`config.mk`:
```
export PLATFORM = sky130hd
export DESIGN_NAME = lmb_cycle_ctrl
export DESIGN_NICKNAME = d
export VERILOG_FILES = /design/src/design/lmb_pkg.sv /design/src/design/lmb_cycle_ctrl.sv /design/src/design/lmb_term_decode.sv
export VERILOG_INCLUDE_DIRS = /design/src /design/src/design
export SDC_FILE = /design/constraint.sdc
export NUM_CORES = 1
export LEC_CHECK = 0
export BUFFER_PORTS_ARGS = -buffer_cell sky130_fd_sc_hd__buf_2
export CAP_MARGIN = 10
export CORE_MARGIN = 3
export CORE_UTILIZATION = 30
export CTS_CLUSTER_SIZE = 14
export DETAILED_ROUTE_END_ITERATION = 16
export GPL_TIMING_DRIVEN = 0
export PLACE_DENSITY = 0.6
export SYNTH_ARGS = -nofsm -noshare
export SYNTH_HDL_FRONTEND = slang
export SYNTH_HIERARCHICAL = 1
export SYNTH_SLANG_ARGS = --single-unit
```
`constraint.sdc`:
```
create_clock -name mclk_i -period 8.8 [get_ports mclk_i]
set_clock_uncertainty 0.15 [all_clocks]
set_input_delay 0.44 -clock mclk_i [delete_from_list [all_inputs] [get_ports mclk_i]]
set_output_delay 0.44 -clock mclk_i [all_outputs]
set_load 0.02 [all_outputs]
```
`src/design/lmb_consts.svh`:
```
// constants, bus layout and strobe levels, for the local memory bus cycle controller
`ifndef LMB_CONSTS_SVH
`define LMB_CONSTS_SVH

// ----------------------------------------------------------------------
// bus layout
// ----------------------------------------------------------------------
`define LMB_DATA_W    32
`define LMB_ADDR_W    28
`define LMB_STAT_W    4
`define LMB_HALF_W    16
`define LMB_LANES     4
`define LMB_BEAT_W    2

// ----------------------------------------------------------------------
// idle and narrow-half column strobe levels
// ----------------------------------------------------------------------
`define LMB_STROBE_OFF 4'hf
`define LMB_HALF_LANES 4'hc

`endif

```
`src/design/lmb_pkg.sv`:
```
// types shared by the local memory bus cycle controller
`include "lmb_consts.svh"

package lmb_pkg;

  // cycle kinds that the core can ask for
  typedef enum logic [2:0] {
    K_READ     = 3'h0,
    K_WRITE    = 3'h1,
    K_SXFER    = 3'h2,
    K_REFRESH  = 3'h3,
    K_INTERNAL = 3'h4
  } cyc_kind_e;

  // termination status of one column access
  typedef enum logic [1:0] {
    TERM_DONE  = 2'h0,
    TERM_WAIT  = 2'h1,
    TERM_FAULT = 2'h2,
    TERM_RETRY = 2'h3
  } term_e;

  // request from the core
  typedef struct packed {
    logic [`LMB_ADDR_W-1:0] addr;
    logic [`LMB_STAT_W-1:0] status;
    cyc_kind_e              kind;
    logic [`LMB_BEAT_W-1:0] beats_m1;
  } req_s;

  // decode inputs and bus data, sampled together
  typedef struct packed {
    logic                   rdy;
    logic                   flt;
    logic                   burst_n;
    logic                   narrow_n;
    logic                   lost;
    logic [`LMB_DATA_W-1:0] data;
  } pins_s;

endpackage

```
`src/design/lmb_cycle_ctrl.sv`:
```
// local memory bus cycle sequencer with multiplexed address/data bus
`include "lmb_consts.svh"

module lmb_cycle_ctrl
  import lmb_pkg::*;
(
  // clock and reset
  input  wire logic                   mclk_i,
  input  wire logic                   sys_rst_i,
  // core request side
  input  wire logic                   req_valid_i,
  input  req_s                        req_i,
  output logic                        req_ready_o,
  input  wire logic [`LMB_DATA_W-1:0] wdata_i,
  output logic                        beat_done_o,
  output logic                        fault_o,
  output logic [`LMB_DATA_W-1:0]      rdata_o,
  // mode and arbitration
  input  wire logic                   emulation_mode_i,
  input  wire logic                   bus_priority_lost_i,
  // multiplexed address/data bus
  input  wire logic [`LMB_DATA_W-1:0] local_addr_data_bus_i,
  output logic [`LMB_DATA_W-1:0]      local_addr_data_bus_o,
  output logic                        local_addr_data_bus_oe_o,
  // strobes and transceiver enables
  output logic                        addr_latch_strobe_o,
  output logic                        row_strobe_n_o,
  output logic [`LMB_LANES-1:0]       col_strobe_n_o,
  output logic                        xcvr_inbound_en_o,
  output logic                        xcvr_outbound_en_n_o,
  // memory decode answers
  input  wire logic                   local_ready_in_i,
  input  wire logic                   bus_fault_in_i,
  input  wire logic                   burst_capable_n_i,
  input  wire logic                   narrow_port_n_i,
  // emulation mapping controls
  output logic                        map_select_o,
  output logic                        map_size_o
);

  // ----------------------------------------------------------------------
  // state and registers
  // ----------------------------------------------------------------------
  typedef enum logic [5:0] {
    S_IDLE = 6'b000001,
    S_ADDR = 6'b000010,
    S_ROW  = 6'b000100,
    S_COL  = 6'b001000,
    S_TERM = 6'b010000,
    S_HOLD = 6'b100000
  } state_e;

  state_e                 state_r,   state_nxt;
  req_s                   cur_r,     cur_nxt;
  logic                   half_r,    half_nxt;
  logic                   narrow_r,  narrow_nxt;
  logic [`LMB_DATA_W-1:0] lad_r,     lad_nxt;
  logic                   oe_r,      oe_nxt;
  logic [`LMB_DATA_W-1:0] rdata_r,   rdata_nxt;
  logic                   fault_r,   fault_nxt;
  logic                   msel_r,    msel_nxt;
  logic                   msize_r,   msize_nxt;
  pins_s                  smp_r,     smp_nxt;
  term_e                  term;
  logic                   bus_cyc;
  logic                   data_cyc;
  logic                   is_wr;
  logic                   more;
  logic                   split_go;

  // ----------------------------------------------------------------------
  // input sampling
  // ----------------------------------------------------------------------
  // sample every clock
  // decisions use last edge's sample, so a glitch never splits a choice
  always_comb begin
    smp_nxt = '{local_ready_in_i, bus_fault_in_i, burst_capable_n_i,
                narrow_port_n_i, bus_priority_lost_i, local_addr_data_bus_i};
  end

  always_ff @(posedge mclk_i) begin
    smp_r <= smp_nxt;
  end

  // cycle class of the current request
  assign is_wr    = (cur_r.kind == K_WRITE);
  assign bus_cyc  = (cur_r.kind != K_INTERNAL);
  assign data_cyc = (cur_r.kind == K_READ) || is_wr;
  assign more     = (cur_r.beats_m1 != '0);
  // first narrow half: the word is not finished, so no beat ends yet
  assign split_go = data_cyc && !half_r && !smp_r.narrow_n &&
                    !emulation_mode_i;

  lmb_term_decode u_term (
    .rdy_i    (smp_r.rdy),
    .flt_i    (smp_r.flt),
    .emu_i    (emulation_mode_i),
    .ignore_i (!bus_cyc),
    .term_o   (term)
  );

  // ----------------------------------------------------------------------
  // cycle sequencer
  // ----------------------------------------------------------------------
  always_comb begin
    state_nxt  = state_r;
    cur_nxt    = cur_r;
    half_nxt   = half_r;
    narrow_nxt = narrow_r;
    lad_nxt    = lad_r;
    oe_nxt     = 1'b0;
    rdata_nxt  = rdata_r;
    fault_nxt  = 1'b0;
    msel_nxt   = msel_r;
    msize_nxt  = msize_r;
    unique case (state_r)
      S_IDLE: begin
        if (req_valid_i) begin
          cur_nxt    = req_i;
          half_nxt   = 1'b0;
          narrow_nxt = 1'b0;
          if (req_i.kind == K_INTERNAL) begin
            // no bus activity at all for internal cycles
            state_nxt = S_TERM;
          end else begin
            // address on 31..4, status on 3..0
            lad_nxt   = {req_i.addr, req_i.status};
            oe_nxt    = 1'b1;
            state_nxt = S_ADDR;
          end
        end
      end
      S_ADDR: begin
        // strobe falls on leaving, address still held this cycle
        oe_nxt    = is_wr;
        lad_nxt   = is_wr ? wdata_i : lad_r;
        state_nxt = S_ROW;
      end
      S_ROW: begin
        oe_nxt    = is_wr;
        state_nxt = S_COL;
      end
      S_COL: begin
        oe_nxt    = is_wr;
        state_nxt = S_TERM;
      end
      S_TERM: begin
        oe_nxt = is_wr;
        if (bus_cyc && smp_r.lost) begin
          oe_nxt    = 1'b0;
          half_nxt  = 1'b0;
          state_nxt = S_HOLD;
        end else begin
          unique case (term)
            TERM_WAIT: begin
              state_nxt = S_TERM;
            end
            TERM_RETRY: begin
              lad_nxt   = {cur_r.addr, cur_r.status};
              oe_nxt    = 1'b1;
              half_nxt  = 1'b0;
              state_nxt = S_ADDR;
            end
            TERM_FAULT: begin
              // faulted cycle ends, rest of burst dropped
              fault_nxt = 1'b1;
              oe_nxt    = 1'b0;
              state_nxt = S_IDLE;
            end
            TERM_DONE: begin
              if (emulation_mode_i) begin
                msel_nxt  = !smp_r.burst_n;
                msize_nxt = !smp_r.narrow_n;
              end
              if (split_go) begin
                narrow_nxt = 1'b1;
                half_nxt   = 1'b1;
                rdata_nxt[`LMB_HALF_W-1:0] = smp_r.data[`LMB_HALF_W-1:0];
                lad_nxt[`LMB_HALF_W-1:0] =
                  wdata_i[`LMB_DATA_W-1:`LMB_HALF_W];
                state_nxt  = S_ROW;
              end else begin
                if (half_r) begin
                  rdata_nxt[`LMB_DATA_W-1:`LMB_HALF_W] =
                    smp_r.data[`LMB_HALF_W-1:0];
                end else begin
                  rdata_nxt = smp_r.data;
                end
                half_nxt   = 1'b0;
                narrow_nxt = 1'b0;
                if (data_cyc && more) begin
                  cur_nxt.beats_m1 = cur_r.beats_m1 - 1'b1;
                  cur_nxt.addr     = cur_r.addr + 1'b1;
                  // burst only when page mode low
                  if (!smp_r.burst_n && !emulation_mode_i) begin
                    state_nxt = S_ROW;
                  end else begin
                    lad_nxt   = {cur_nxt.addr, cur_r.status};
                    oe_nxt    = 1'b1;
                    state_nxt = S_ADDR;
                  end
                end else begin
                  oe_nxt    = 1'b0;
                  state_nxt = S_IDLE;
                end
              end
            end
          endcase
        end
      end
      S_HOLD: begin
        // bus released until priority returns, then full rerun
        if (!smp_r.lost) begin
          lad_nxt   = {cur_r.addr, cur_r.status};
          oe_nxt    = 1'b1;
          state_nxt = S_ADDR;
        end
      end
      default: begin
        state_nxt = S_IDLE;
      end
    endcase
  end

  always_ff @(posedge mclk_i) begin
    if (sys_rst_i) begin
      state_r  <= S_IDLE;
      cur_r    <= '0;
      half_r   <= 1'b0;
      narrow_r <= 1'b0;
      lad_r    <= '0;
      oe_r     <= 1'b0;
      rdata_r  <= '0;
      fault_r  <= 1'b0;
      msel_r   <= 1'b0;
      msize_r  <= 1'b0;
    end else begin
      state_r  <= state_nxt;
      cur_r    <= cur_nxt;
      half_r   <= half_nxt;
      narrow_r <= narrow_nxt;
      lad_r    <= lad_nxt;
      oe_r     <= oe_nxt;
      rdata_r  <= rdata_nxt;
      fault_r  <= fault_nxt;
      msel_r   <= msel_nxt;
      msize_r  <= msize_nxt;
    end
  end

  // ----------------------------------------------------------------------
  // pin and answer outputs
  // ----------------------------------------------------------------------
  // strobes decode straight from the one-hot state register
  always_comb begin
    req_ready_o              = (state_r == S_IDLE);
    beat_done_o              = (state_r == S_TERM) && !(bus_cyc && smp_r.lost)
                               && (term == TERM_FAULT ||
                                   (term == TERM_DONE && !split_go));
    local_addr_data_bus_o    = lad_r;
    local_addr_data_bus_oe_o = oe_r;
    addr_latch_strobe_o      = (state_r == S_ADDR);
    row_strobe_n_o           = !(bus_cyc &&
                                 (state_r == S_ROW || state_r == S_COL ||
                                  state_r == S_TERM));
    col_strobe_n_o           = `LMB_STROBE_OFF;
    if (bus_cyc && (state_r == S_COL || state_r == S_TERM)) begin
      col_strobe_n_o = narrow_r ? `LMB_HALF_LANES : '0;
    end
    if (emulation_mode_i && smp_r.flt) begin
      col_strobe_n_o = `LMB_STROBE_OFF;
    end
    xcvr_inbound_en_o    = (cur_r.kind == K_READ) && !row_strobe_n_o &&
                           (state_r != S_ROW || half_r);
    xcvr_outbound_en_n_o = !(is_wr && oe_r && state_r != S_ADDR);
  end

  assign fault_o      = fault_r;
  assign rdata_o      = rdata_r;
  assign map_select_o = msel_r;
  assign map_size_o   = msize_r;
endmodule

```
`src/design/lmb_term_decode.sv`:
```
// decodes sampled ready and fault into a cycle termination status
module lmb_term_decode
  import lmb_pkg::*;
(
  // sampled inputs
  input  wire logic  rdy_i,
  input  wire logic  flt_i,
  // mode
  input  wire logic  emu_i,
  input  wire logic  ignore_i,
  // result
  output term_e      term_o
);

  // termination status decode
  // in emulation the fault only write-protects, so it never ends the cycle
  always_comb begin
    if (ignore_i) begin
      term_o = TERM_DONE;
    end else if (flt_i && !emu_i) begin
      // fault with ready low is a retry
      term_o = rdy_i ? TERM_FAULT : TERM_RETRY;
    end else begin
      term_o = rdy_i ? TERM_DONE : TERM_WAIT;
    end
  end

endmodule

```
-- Yosys cells after proc, flatten, opt, wreduce, memory -nomap -nowiden
Index checks and enable logic that the tools add are counted.
- bits in registers: 150
- bits of input ports: 110
- output and inout port bits: 78
- logic and storage cells: 163
- $add $sub $neg: 2
- equal/unequal tests: 30
- muxes and demuxes: 59
- bitwise operators: 3
- reduce and logical (&&, ||, !) cells: 48
- operator list (operator ; number):
    $mux 32 ; 7
    $pmux 32 s4 ; 1
    $mux 28 ; 4
    $mux 16 ; 5
    $pmux 32 s2 ; 1
    $pmux 28 s2 ; 1
    $mux 37 ; 1
    $pmux 6 s6 ; 1
    $mux 6 ; 5
    $add 28x1->28 const B ; 1
    $pmux 6 s4 ; 1
    $logic_and 1x1->1 ; 17
    $reduce_and 4->1 ; 4
    $mux 1 ; 15
    $mux 2 ; 6
    $mux 4 ; 3
    $ne 2x2->1 const B ; 6
    $ne 3x3->1 const B ; 4
    $reduce_and 10->1 ; 1
    $reduce_and 9->1 ; 1
    $logic_not 1->1 ; 8
    $ne 4x4->1 const B ; 2
    $eq 6x1->1 const B ; 1
    $eq 6x2->1 const B ; 1
    other kinds (30) ; 45

-- Depth between registers and ports, before layout
Gate-level depths: netlist (run 1).
- depth after elaboration: 9
- mapped depth: 14
- depth with buffers taken out: 11

-- Hierarchy
The synthesis (run 1) kept the hierarchy.
- by module, submodules not included (module ; instances ; cells each ; area an instance (um2) ; sequential area each (um2)):
    lmb_cycle_ctrl ; 1 ; 866 ; 7407.1 ; 3002.9
    lmb_term_decode ; 1 ; 2 ; 16.3 ; 0.0

-- Worst setup path before layout (run 1)
Ideal clock, no wire load.
- path type: register -> register
- start point: register cur_r[4] (netlist name)
- end point: register rdata_r[10], in the netlist rdata_o[10]
- setup time: 0.128 ns
- arrival time: 2.683 ns
- data required time: 8.522 ns
- path slack: 5.839 ns
- cell stages (with the launch flop): 15
- path buffers: 3
- period minus slack after synthesis: 2.961 ns
- cells stage by stage: dfxtp_1 > or3b_4 > inv_2 > nor2_1 > inv_1 > ha_1 > clkbuf_1 > inv_1 > nor3_2 > buf_4 > nand2_2 > nor2_4 > buf_6 > mux2i_1 > nor2_1
- elaborated cells between the ends (all ways): 14
- classes of those cells: eq/ne (3); mux (2); bitwise (1); reduce/logical (8)
- RTL lines (element ; line ; text):
    start, declared ; lmb_cycle_ctrl.sv:54 ; req_s cur_r, cur_nxt;
    start signal, assigned ; lmb_cycle_ctrl.sv:239 ; cur_r <= cur_nxt;
    $ne 3x3->1 ; lmb_cycle_ctrl.sv:87 ; assign bus_cyc = (cur_r.kind != K_INTERNAL);
    $mux 2 ; lmb_term_decode.sv:18 ; if (ignore_i) begin
    net term[0] ; lmb_cycle_ctrl.sv:64 ; term_e term;
    $logic_not 2->1 ; lmb_cycle_ctrl.sv:154 ; unique case (term)
    $reduce_and 4->1 (no source line) ; -- ;
    end signal, assigned ; lmb_cycle_ctrl.sv:244 ; rdata_r <= rdata_nxt;
    end, declared ; lmb_cycle_ctrl.sv:59 ; logic [`LMB_DATA_W-1:0] rdata_r, rdata_nxt;
The timed path passes the listed nets, and every way through them passes these cells.
A chain may end at the register's enable or synchronous reset.

-- Worst setup path after layout (run 1)
- start point: register cur_r[4] (netlist name)
- end point: register lad_r[8], in the netlist local_addr_data_bus_o[8]
- elaborated cells between the ends (all ways): 22
- classes of those cells: eq/ne (8); mux (5); reduce/logical (9)
- RTL lines (element ; line ; text):
    $ne 3x3->1 * ; lmb_cycle_ctrl.sv:87 ;
    $mux 2 * ; lmb_term_decode.sv:18 ;
    net term[0] ; lmb_cycle_ctrl.sv:64 ;
    $eq 2x2->1 or $logic_not 2->1 (tied branches) ; lmb_cycle_ctrl.sv:154 ;
    $pmux 32 s2 ; lmb_cycle_ctrl.sv:154 ;
    $mux 32 ; lmb_cycle_ctrl.sv:149 ; if (bus_cyc && smp_r.lost) begin
    $pmux 32 s4 ; lmb_cycle_ctrl.sv:116 ; unique case (state_r)
    end signal, assigned ; lmb_cycle_ctrl.sv:242 ; lad_r <= lad_nxt;
    end, declared ; lmb_cycle_ctrl.sv:57 ; logic [`LMB_DATA_W-1:0] lad_r, lad_nxt;
Mark *: on every way through the listed nets, which the timed path passes. The rest lies on a longest branch. The select of a mux whose other input is x is not followed.

==> results of run 1 <==
[stage by stage]
step	area, µm²	util	power [mW]
3_5_place_dp	8760	0.367	1.49
6_report	9760	0.408	2.28
5_1_grt	9760	0.408	2.38
4_1_cts	9760	0.408	2.28
3_3_place_gp	8760	0.367	1.49
2_1_floorplan	7420	-	1.25
[worst paths after layout]
| kind | start | end | slack, ns | cells past startpoint |
|---|---|---|---|---|
| worst max register to register | cur_r[4] | local_addr_data_bus_o[8] | 4.94 | 14 |
| worst min-delay path | req_i[2] | cur_r[2] | 0.1 | 3 |
| worst max-delay path | cur_r[4] | local_addr_data_bus_o[8] | 4.94 | 14 |
| worst min register to register | cur_r[5] | cur_r[5] | 0.31 | 2 |
[cells in the final DEF, fill, tap and decap left out, drive strengths merged, types with 10 or more instances in the layout]
cell           n
buf          216
dfxtp        150
nor2          85
nand2         71
clkbuf        66
o21ai         65
a21oi         61
dlygate4sd3   37
mux2i         33
nor3          32
nand3         23
a211oi        23
a31oi         20
inv           18
a221oi        15
nand4         12
and3          12
xnor2         11
o2bb2ai       10
a22o          10
[logic make-up (layout without fill, tap and decap cells)]
kind of cell    after synthesis  count (layout)  synth area share
compound gates              285             285             0.273
xor+xnor                     17              17            0.0201
fa+ha+maj                     6               6            0.0101
buf+inv                      89             345            0.0531
flops                       150             150             0.405
mux                          33              33            0.0445
simple gates                288             288             0.195
[routing by layer]
layer	global-route usage	up-vias	wire length [µm]
li1	-	3743	-
met1	0.300	3784	12900
met2	0.367	485	13800
met3	0.0601	88	3310
met4	0.0865	0	1230
met5	0	-	0
[layout make-up]
class                      instances  area share
clock inverter                    15      0.0208
buffer                            78      0.0362
sequential                       150       0.308
timing repair buffer             224       0.134
inverter                          11     0.00423
multi-input combinational        629       0.413
tap                              319      0.0409
clock buffer                      17      0.0436
[worst reg2reg max path, stage by stage (launching register included)]
cell      delay, ns
dfxtp_1        0.36
or3b_4         0.45
inv_2          0.12
nor2_1         0.10
inv_1          0.09
ha_1           0.17
clkbuf_1       0.47
inv_1          0.37
nor3_2         0.27
buf_4          0.24
buf_2          0.33
o21ai_0        0.18
a21oi_1        0.15
o221ai_1       0.14
a21oi_1        0.18
[state kept, by name, indices dropped and copies added (netlist names)]
signal / cells
cur_r: 37
smp_r: 37
half_r: 1
local_addr_data_bus_oe_o: 1
rdata_o: 32
map_select_o: 1
state_r: 6
local_addr_data_bus_o: 32
map_size_o: 1
narrow_r: 1
fault_o: 1
[what timing repair did]
item                                   in CTS  in global routing
setup buffers                               0                  0
endpoints found under the hold margin      37                  0
setup endpoints to repair                   0                  0
hold buffers                               37                  0
[power groups by stage]
stage          clock network (mW)  logic (mW)  registers (mW)
2_1_floorplan                   0       0.366           0.887
3_3_place_gp                    0       0.650           0.838
3_5_place_dp                    0       0.654           0.840
4_1_cts                     0.782       0.669           0.825
5_1_grt                     0.820       0.728           0.837
6_report                    0.777       0.677           0.826
==> results.txt, run 1 <==
crit path capture type = flip-flop
Setup Viol. Count Final = 0
Worst-path clk slew = 0.07 ns
latest clock arrival within the worst-skew pair = 0.44 ns
synth top area cells = dfxtp_1, mux2i_1, nor2_1
Critical path buffers and inverters = 6
CTS buffer count = 17
Sw Ratio = 0.380
placed cells = 1374
core area = 23900 µm²
sw power = 0.866 mW
Setup CP Type = flip-flop to flip-flop
Power Density = 234 nW/µm²
share of cells above drive strength 1 = 0.249
critical path cell sequence = or3b_4 -> inv_2 -> nor2_1 -> inv_1 -> ha_1 -> clkbuf_1 -> inv_1 -> nor3_2 -> buf_4 -> buf_2 -> o21ai_0 -> a21oi_1 -> o221ai_1 -> a21oi_1
relative slew slack = 0.239
# diodes = 0
DRT Pass-1 Iters = 6
Seq pwr share = 0.362
Iter 0 DRT Violations = 920
Gate Count Post-Synth = 868
syn_area_per_cell = 8.55 µm²
final hold vios = 0
unrepaired setup endpoints after global routing = false
CTS Sinks = 150
pin count of the biggest net entering global routing = 19
Final nets = 1227
routability cong. = 0.968
outcome = completed
Post-synth EDFFs = 0
Initial Util = 0.311
min Tclk post-route = 3.86 ns
# DRC = 0
largest stage delay on the critical path = 0.47 ns
final worst slack = 4.94 ns
Crit Path Max Fanout = 10
Die Y = 163 µm
CP required = 9.00 ns
DIE AREA = 26700 µm²
CP max stage cell = clkbuf_1
Static Leakage = 3.86 nW
Max IR drop VDD = 0.000116 V
Post-DRT Antenna Nets = 0
P_int = 1.41 mW
max cap viols = 0
Sequential Area = 3000 µm²
synthesis-stage register bit count = 150
wire per inst = 21.6 µm
Die Wd = 163 µm
# rows = 56
Main synth FF type = dfxtp_1
top cell type's share of synthesized area = 0.405
Critical Path AT = 4.07 ns
Netlist Area Pre-Place = 7420 µm²
Worst-Margin Slew = 1.14 ns
clock tree buffer depth = 2
post-synth top area cell = dfxtp_1
H-Tree Depth = 4
clock share of power = 0.341
Non-Filler Instances = 1443
initial antenna violation count = 0
Netlist cell types = 74
CTS tree = done
pre-CTS setup slack = 5.03 ns
Multi-input gate area = 4030 µm²
WHS = 0.0982 ns
CTS Root Cell = clkbuf_16
syn nets = 984
GR Overflow Total = 0
fillcell total = 2443
crit-path leading delay family = buffers and inverters
Ys Warns = 6
Final Max Slew Viols = 0
IO Port Bufs = 187
gr usage total = 0.230
number of global-route vias before repair = 7834
Logic pwr share = 0.297
async set-reset flop share out of synthesis = 0
Seq/Total Area, Yosys = 0.405
first-pass GRT wire length = 46600 µm
vias post-DR = 8100
Critical Path Start Type = flip-flop
detailed placement HPWL = 22500 µm
Tcrit/Tclk final = 0.439
commonest cells in the netlist = dfxtp_1, nor2_1, nand2_1, a21oi_1, o21ai_0
fmax = 259 MHz
type of the most critical hold path = input pin to flip-flop
Via density = 5.61
IO Count = 188
post-route setup TNS = 0 ns
Syn-to-layout area delta = 31.4%
final WL = 31200 µm
cts repair resizes = 0
most common cell in the netlist = dfxtp_1
Note: power is estimated with default switching activity, not from simulation.
==> run 2: changes to the inputs <==
Settings changed: PLACE_DENSITY 0.6 to 0.62.
Clock period 8.8 ns to 3.5 ns, I/O delays scaled along.
==> results.txt, run 2 (same netlist as run 1, synthesis figures left out) <==
outcome = completed (unchanged)
final worst slack = 0.129 ns (was 4.94 ns)
GR Overflow Total = 0 (unchanged)
worst r2r src = cur_r[4] (unchanged)
number of global-route vias before repair = 8173 (was 7834)
routability cong. = 0.975 (was 0.968)
initial antenna violation count = 0 (unchanged)
pin count of the biggest net entering global routing = 20 (was 19)
fmax = 297 MHz (was 259 MHz)
wire per inst = 20.8 µm (was 21.6 µm)
worst r2r dst = local_addr_data_bus_o[26] (was local_addr_data_bus_o[8])
Multi-input gate area = 4030 µm² (about the same)
most frequent cells in the layout = buf_2, dfxtp_1, dlygate4sd3_1 (was buf_2, dfxtp_1, nor2_1)
DRT Pass-1 Iters = 5 (was 6)
CTS buffer count = 17 (unchanged)
Die Wd = 163 µm (unchanged)
CTS Sinks = 150 (unchanged)
relative slew slack = 0.211 (was 0.239)
Iter 0 DRT Violations = 966 (was 920)
Worst-Margin Slew = 1.18 ns (was 1.14 ns)
Final nets = 1284 (was 1227)
Post-DRT Antenna Nets = 0 (unchanged)
latest clock arrival within the worst-skew pair = 0.45 ns (was 0.44 ns)
Setup CP Type = flip-flop to flip-flop (unchanged)
worst hold path stage count = 3 (unchanged)
Critical Path AT = 3.60 ns (was 4.07 ns)
IO Count = 188 (unchanged)
fillcell total = 2372 (was 2443)
unrepaired setup endpoints after global routing = false (unchanged)
core area = 23900 µm² (unchanged)
r2r setup slk = 0.13 ns (was 4.94 ns)
Hold Crit Endpoint = cur_r[1] (was cur_r[2])
Syn-to-layout area delta = 38.9% (was 31.4%)
largest registers = cur_r: 37 flops, smp_r: 37 flops (unchanged)
detailed placement HPWL = 22100 µm (was 22500 µm)
max cap viols = 0 (unchanged)
Worst-path clk slew = 0.07 ns (about the same)
vias post-DR = 8430 (was 8100)
Crit Path Max Fanout = 10 (unchanged)
Tcrit/Tclk final = 0.963 (was 0.439)
# rows = 56 (unchanged)
Max IR drop VDD = 0.000296 V (was 0.000116 V)
min Tclk post-route = 3.37 ns (was 3.86 ns)
# DRC = 0 (unchanged)
gr usage total = 0.230 (about the same)
DIE AREA = 26700 µm² (unchanged)
final WL = 31200 µm (about the same)
first-pass GRT wire length = 47000 µm (was 46600 µm)
Setup Viol. Count Final = 0 (unchanged)
Static Leakage = 4.11 nW (was 3.86 nW)
commonest non-fill, non-tap cell in the layout = buf_2 (unchanged)
Worst Reg2Reg Path Length in Cells = 10 (was 14)
Final Max Slew Viols = 0 (unchanged)
# diodes = 0 (unchanged)
Via density = 5.62 (was 5.61)
Sequential Area = 3000 µm² (unchanged)
share of cells above drive strength 1 = 0.249 (about the same)
type of the most critical hold path = input pin to flip-flop (unchanged)
Initial Util = 0.311 (unchanged)
pre-CTS setup slack = -0.263 ns (was 5.03 ns)
final hold vios = 0 (unchanged)
Non-Filler Instances = 1499 (was 1443)
Power Density = 563 nW/µm² (was 234 nW/µm²)
CP required = 3.73 ns (was 9.00 ns)
placed cells = 1374 (unchanged)
Die Y = 163 µm (unchanged)
Critical Path Start Type = flip-flop (unchanged)
CTS Root Cell = clkbuf_16 (unchanged)
CTS tree = done (unchanged)
Hold Startpoint = req_i[1] (was req_i[2])
clock tree buffer depth = 2 (unchanged)
IO Port Bufs = 187 (unchanged)
H-Tree Depth = 4 (unchanged)
crit path capture type = flip-flop (unchanged)
==> run 2: where the power goes <==
group	switching (mW)	internal (mW)	leakage, nW
Clock	0.856	1.08	0.297
Combinational	1.13	0.657	2.58
Sequential	0.149	1.93	1.23
Total	2.13	3.67	4.11
==> run 2: critical path, cell delays in order (launching register included) <==
cell	delay (ns)
dfxtp_1	0.36
or3b_4	0.45
inv_2	0.11
nor2_1	0.10
inv_1	0.09
ha_1	0.17
clkbuf_4	0.24
nand3_1	0.39
clkbuf_1	0.40
o311ai_0	0.62
a22o_1	0.20
==> run 2: final cells by class <==
class / instances / area share
buffer: 77 / 0.0345
clock buffer: 17 / 0.0413
clock inverter: 14 / 0.0178
inverter: 11 / 0.00437
multi-input combinational: 629 / 0.391
sequential: 150 / 0.291
tap: 319 / 0.0387
timing repair buffer: 282 / 0.181
==> run 2: worst max-delay path by stage <==
stage	from	end	slack, ns	cells past startpoint
final	cur_r[4]	local_addr_data_bus_o[26]	0.13	10
after global routing	cur_r[4]	local_addr_data_bus_o[26]	0.02	11
after CTS	cur_r[4]	rdata_o[11]	0.03	14
after detailed placement	cur_r[4]	rdata_o[15]	-0.26	14
after global placement	cur_r[4]	rdata_o[15]	-0.24	14
after floorplan	cur_r[4]	rdata_o[10]	0.54	14
==> run 2: through the flow <==
stage	hold slack [ns]	TNS (ns)	total power [mW]	instance area, µm²	util
global route	0.0430	0	6.05	10300	0.432
CTS	0.0134	0	5.78	10200	0.428
global placement	0.127	-4.15	3.74	8760	0.367
floorplan	0.0527	0	3.15	7420	-
detailed placement	0.129	-5.03	3.75	8760	0.367
finish	0.0326	0	5.80	10300	0.432
==> run 2: what timing repair did <==
action,4_1_cts,5_1_grt
hold buffers,83,0
resized for setup,2,4
setup buffers,3,9
setup endpoints to repair,42,28
endpoints found under the hold margin,99,0
pin swaps,0,2
==> run 2: per-layer routing <==
layer | share of wire | GRT usage | vias up
met2 | 0.45 | 0.369 | 524
met4 | 0.036 | 0.0946 | 0
met5 | 0 | 0 | -
met3 | 0.11 | 0.0644 | 73
met1 | 0.40 | 0.291 | 3985
li1 | - | - | 3848
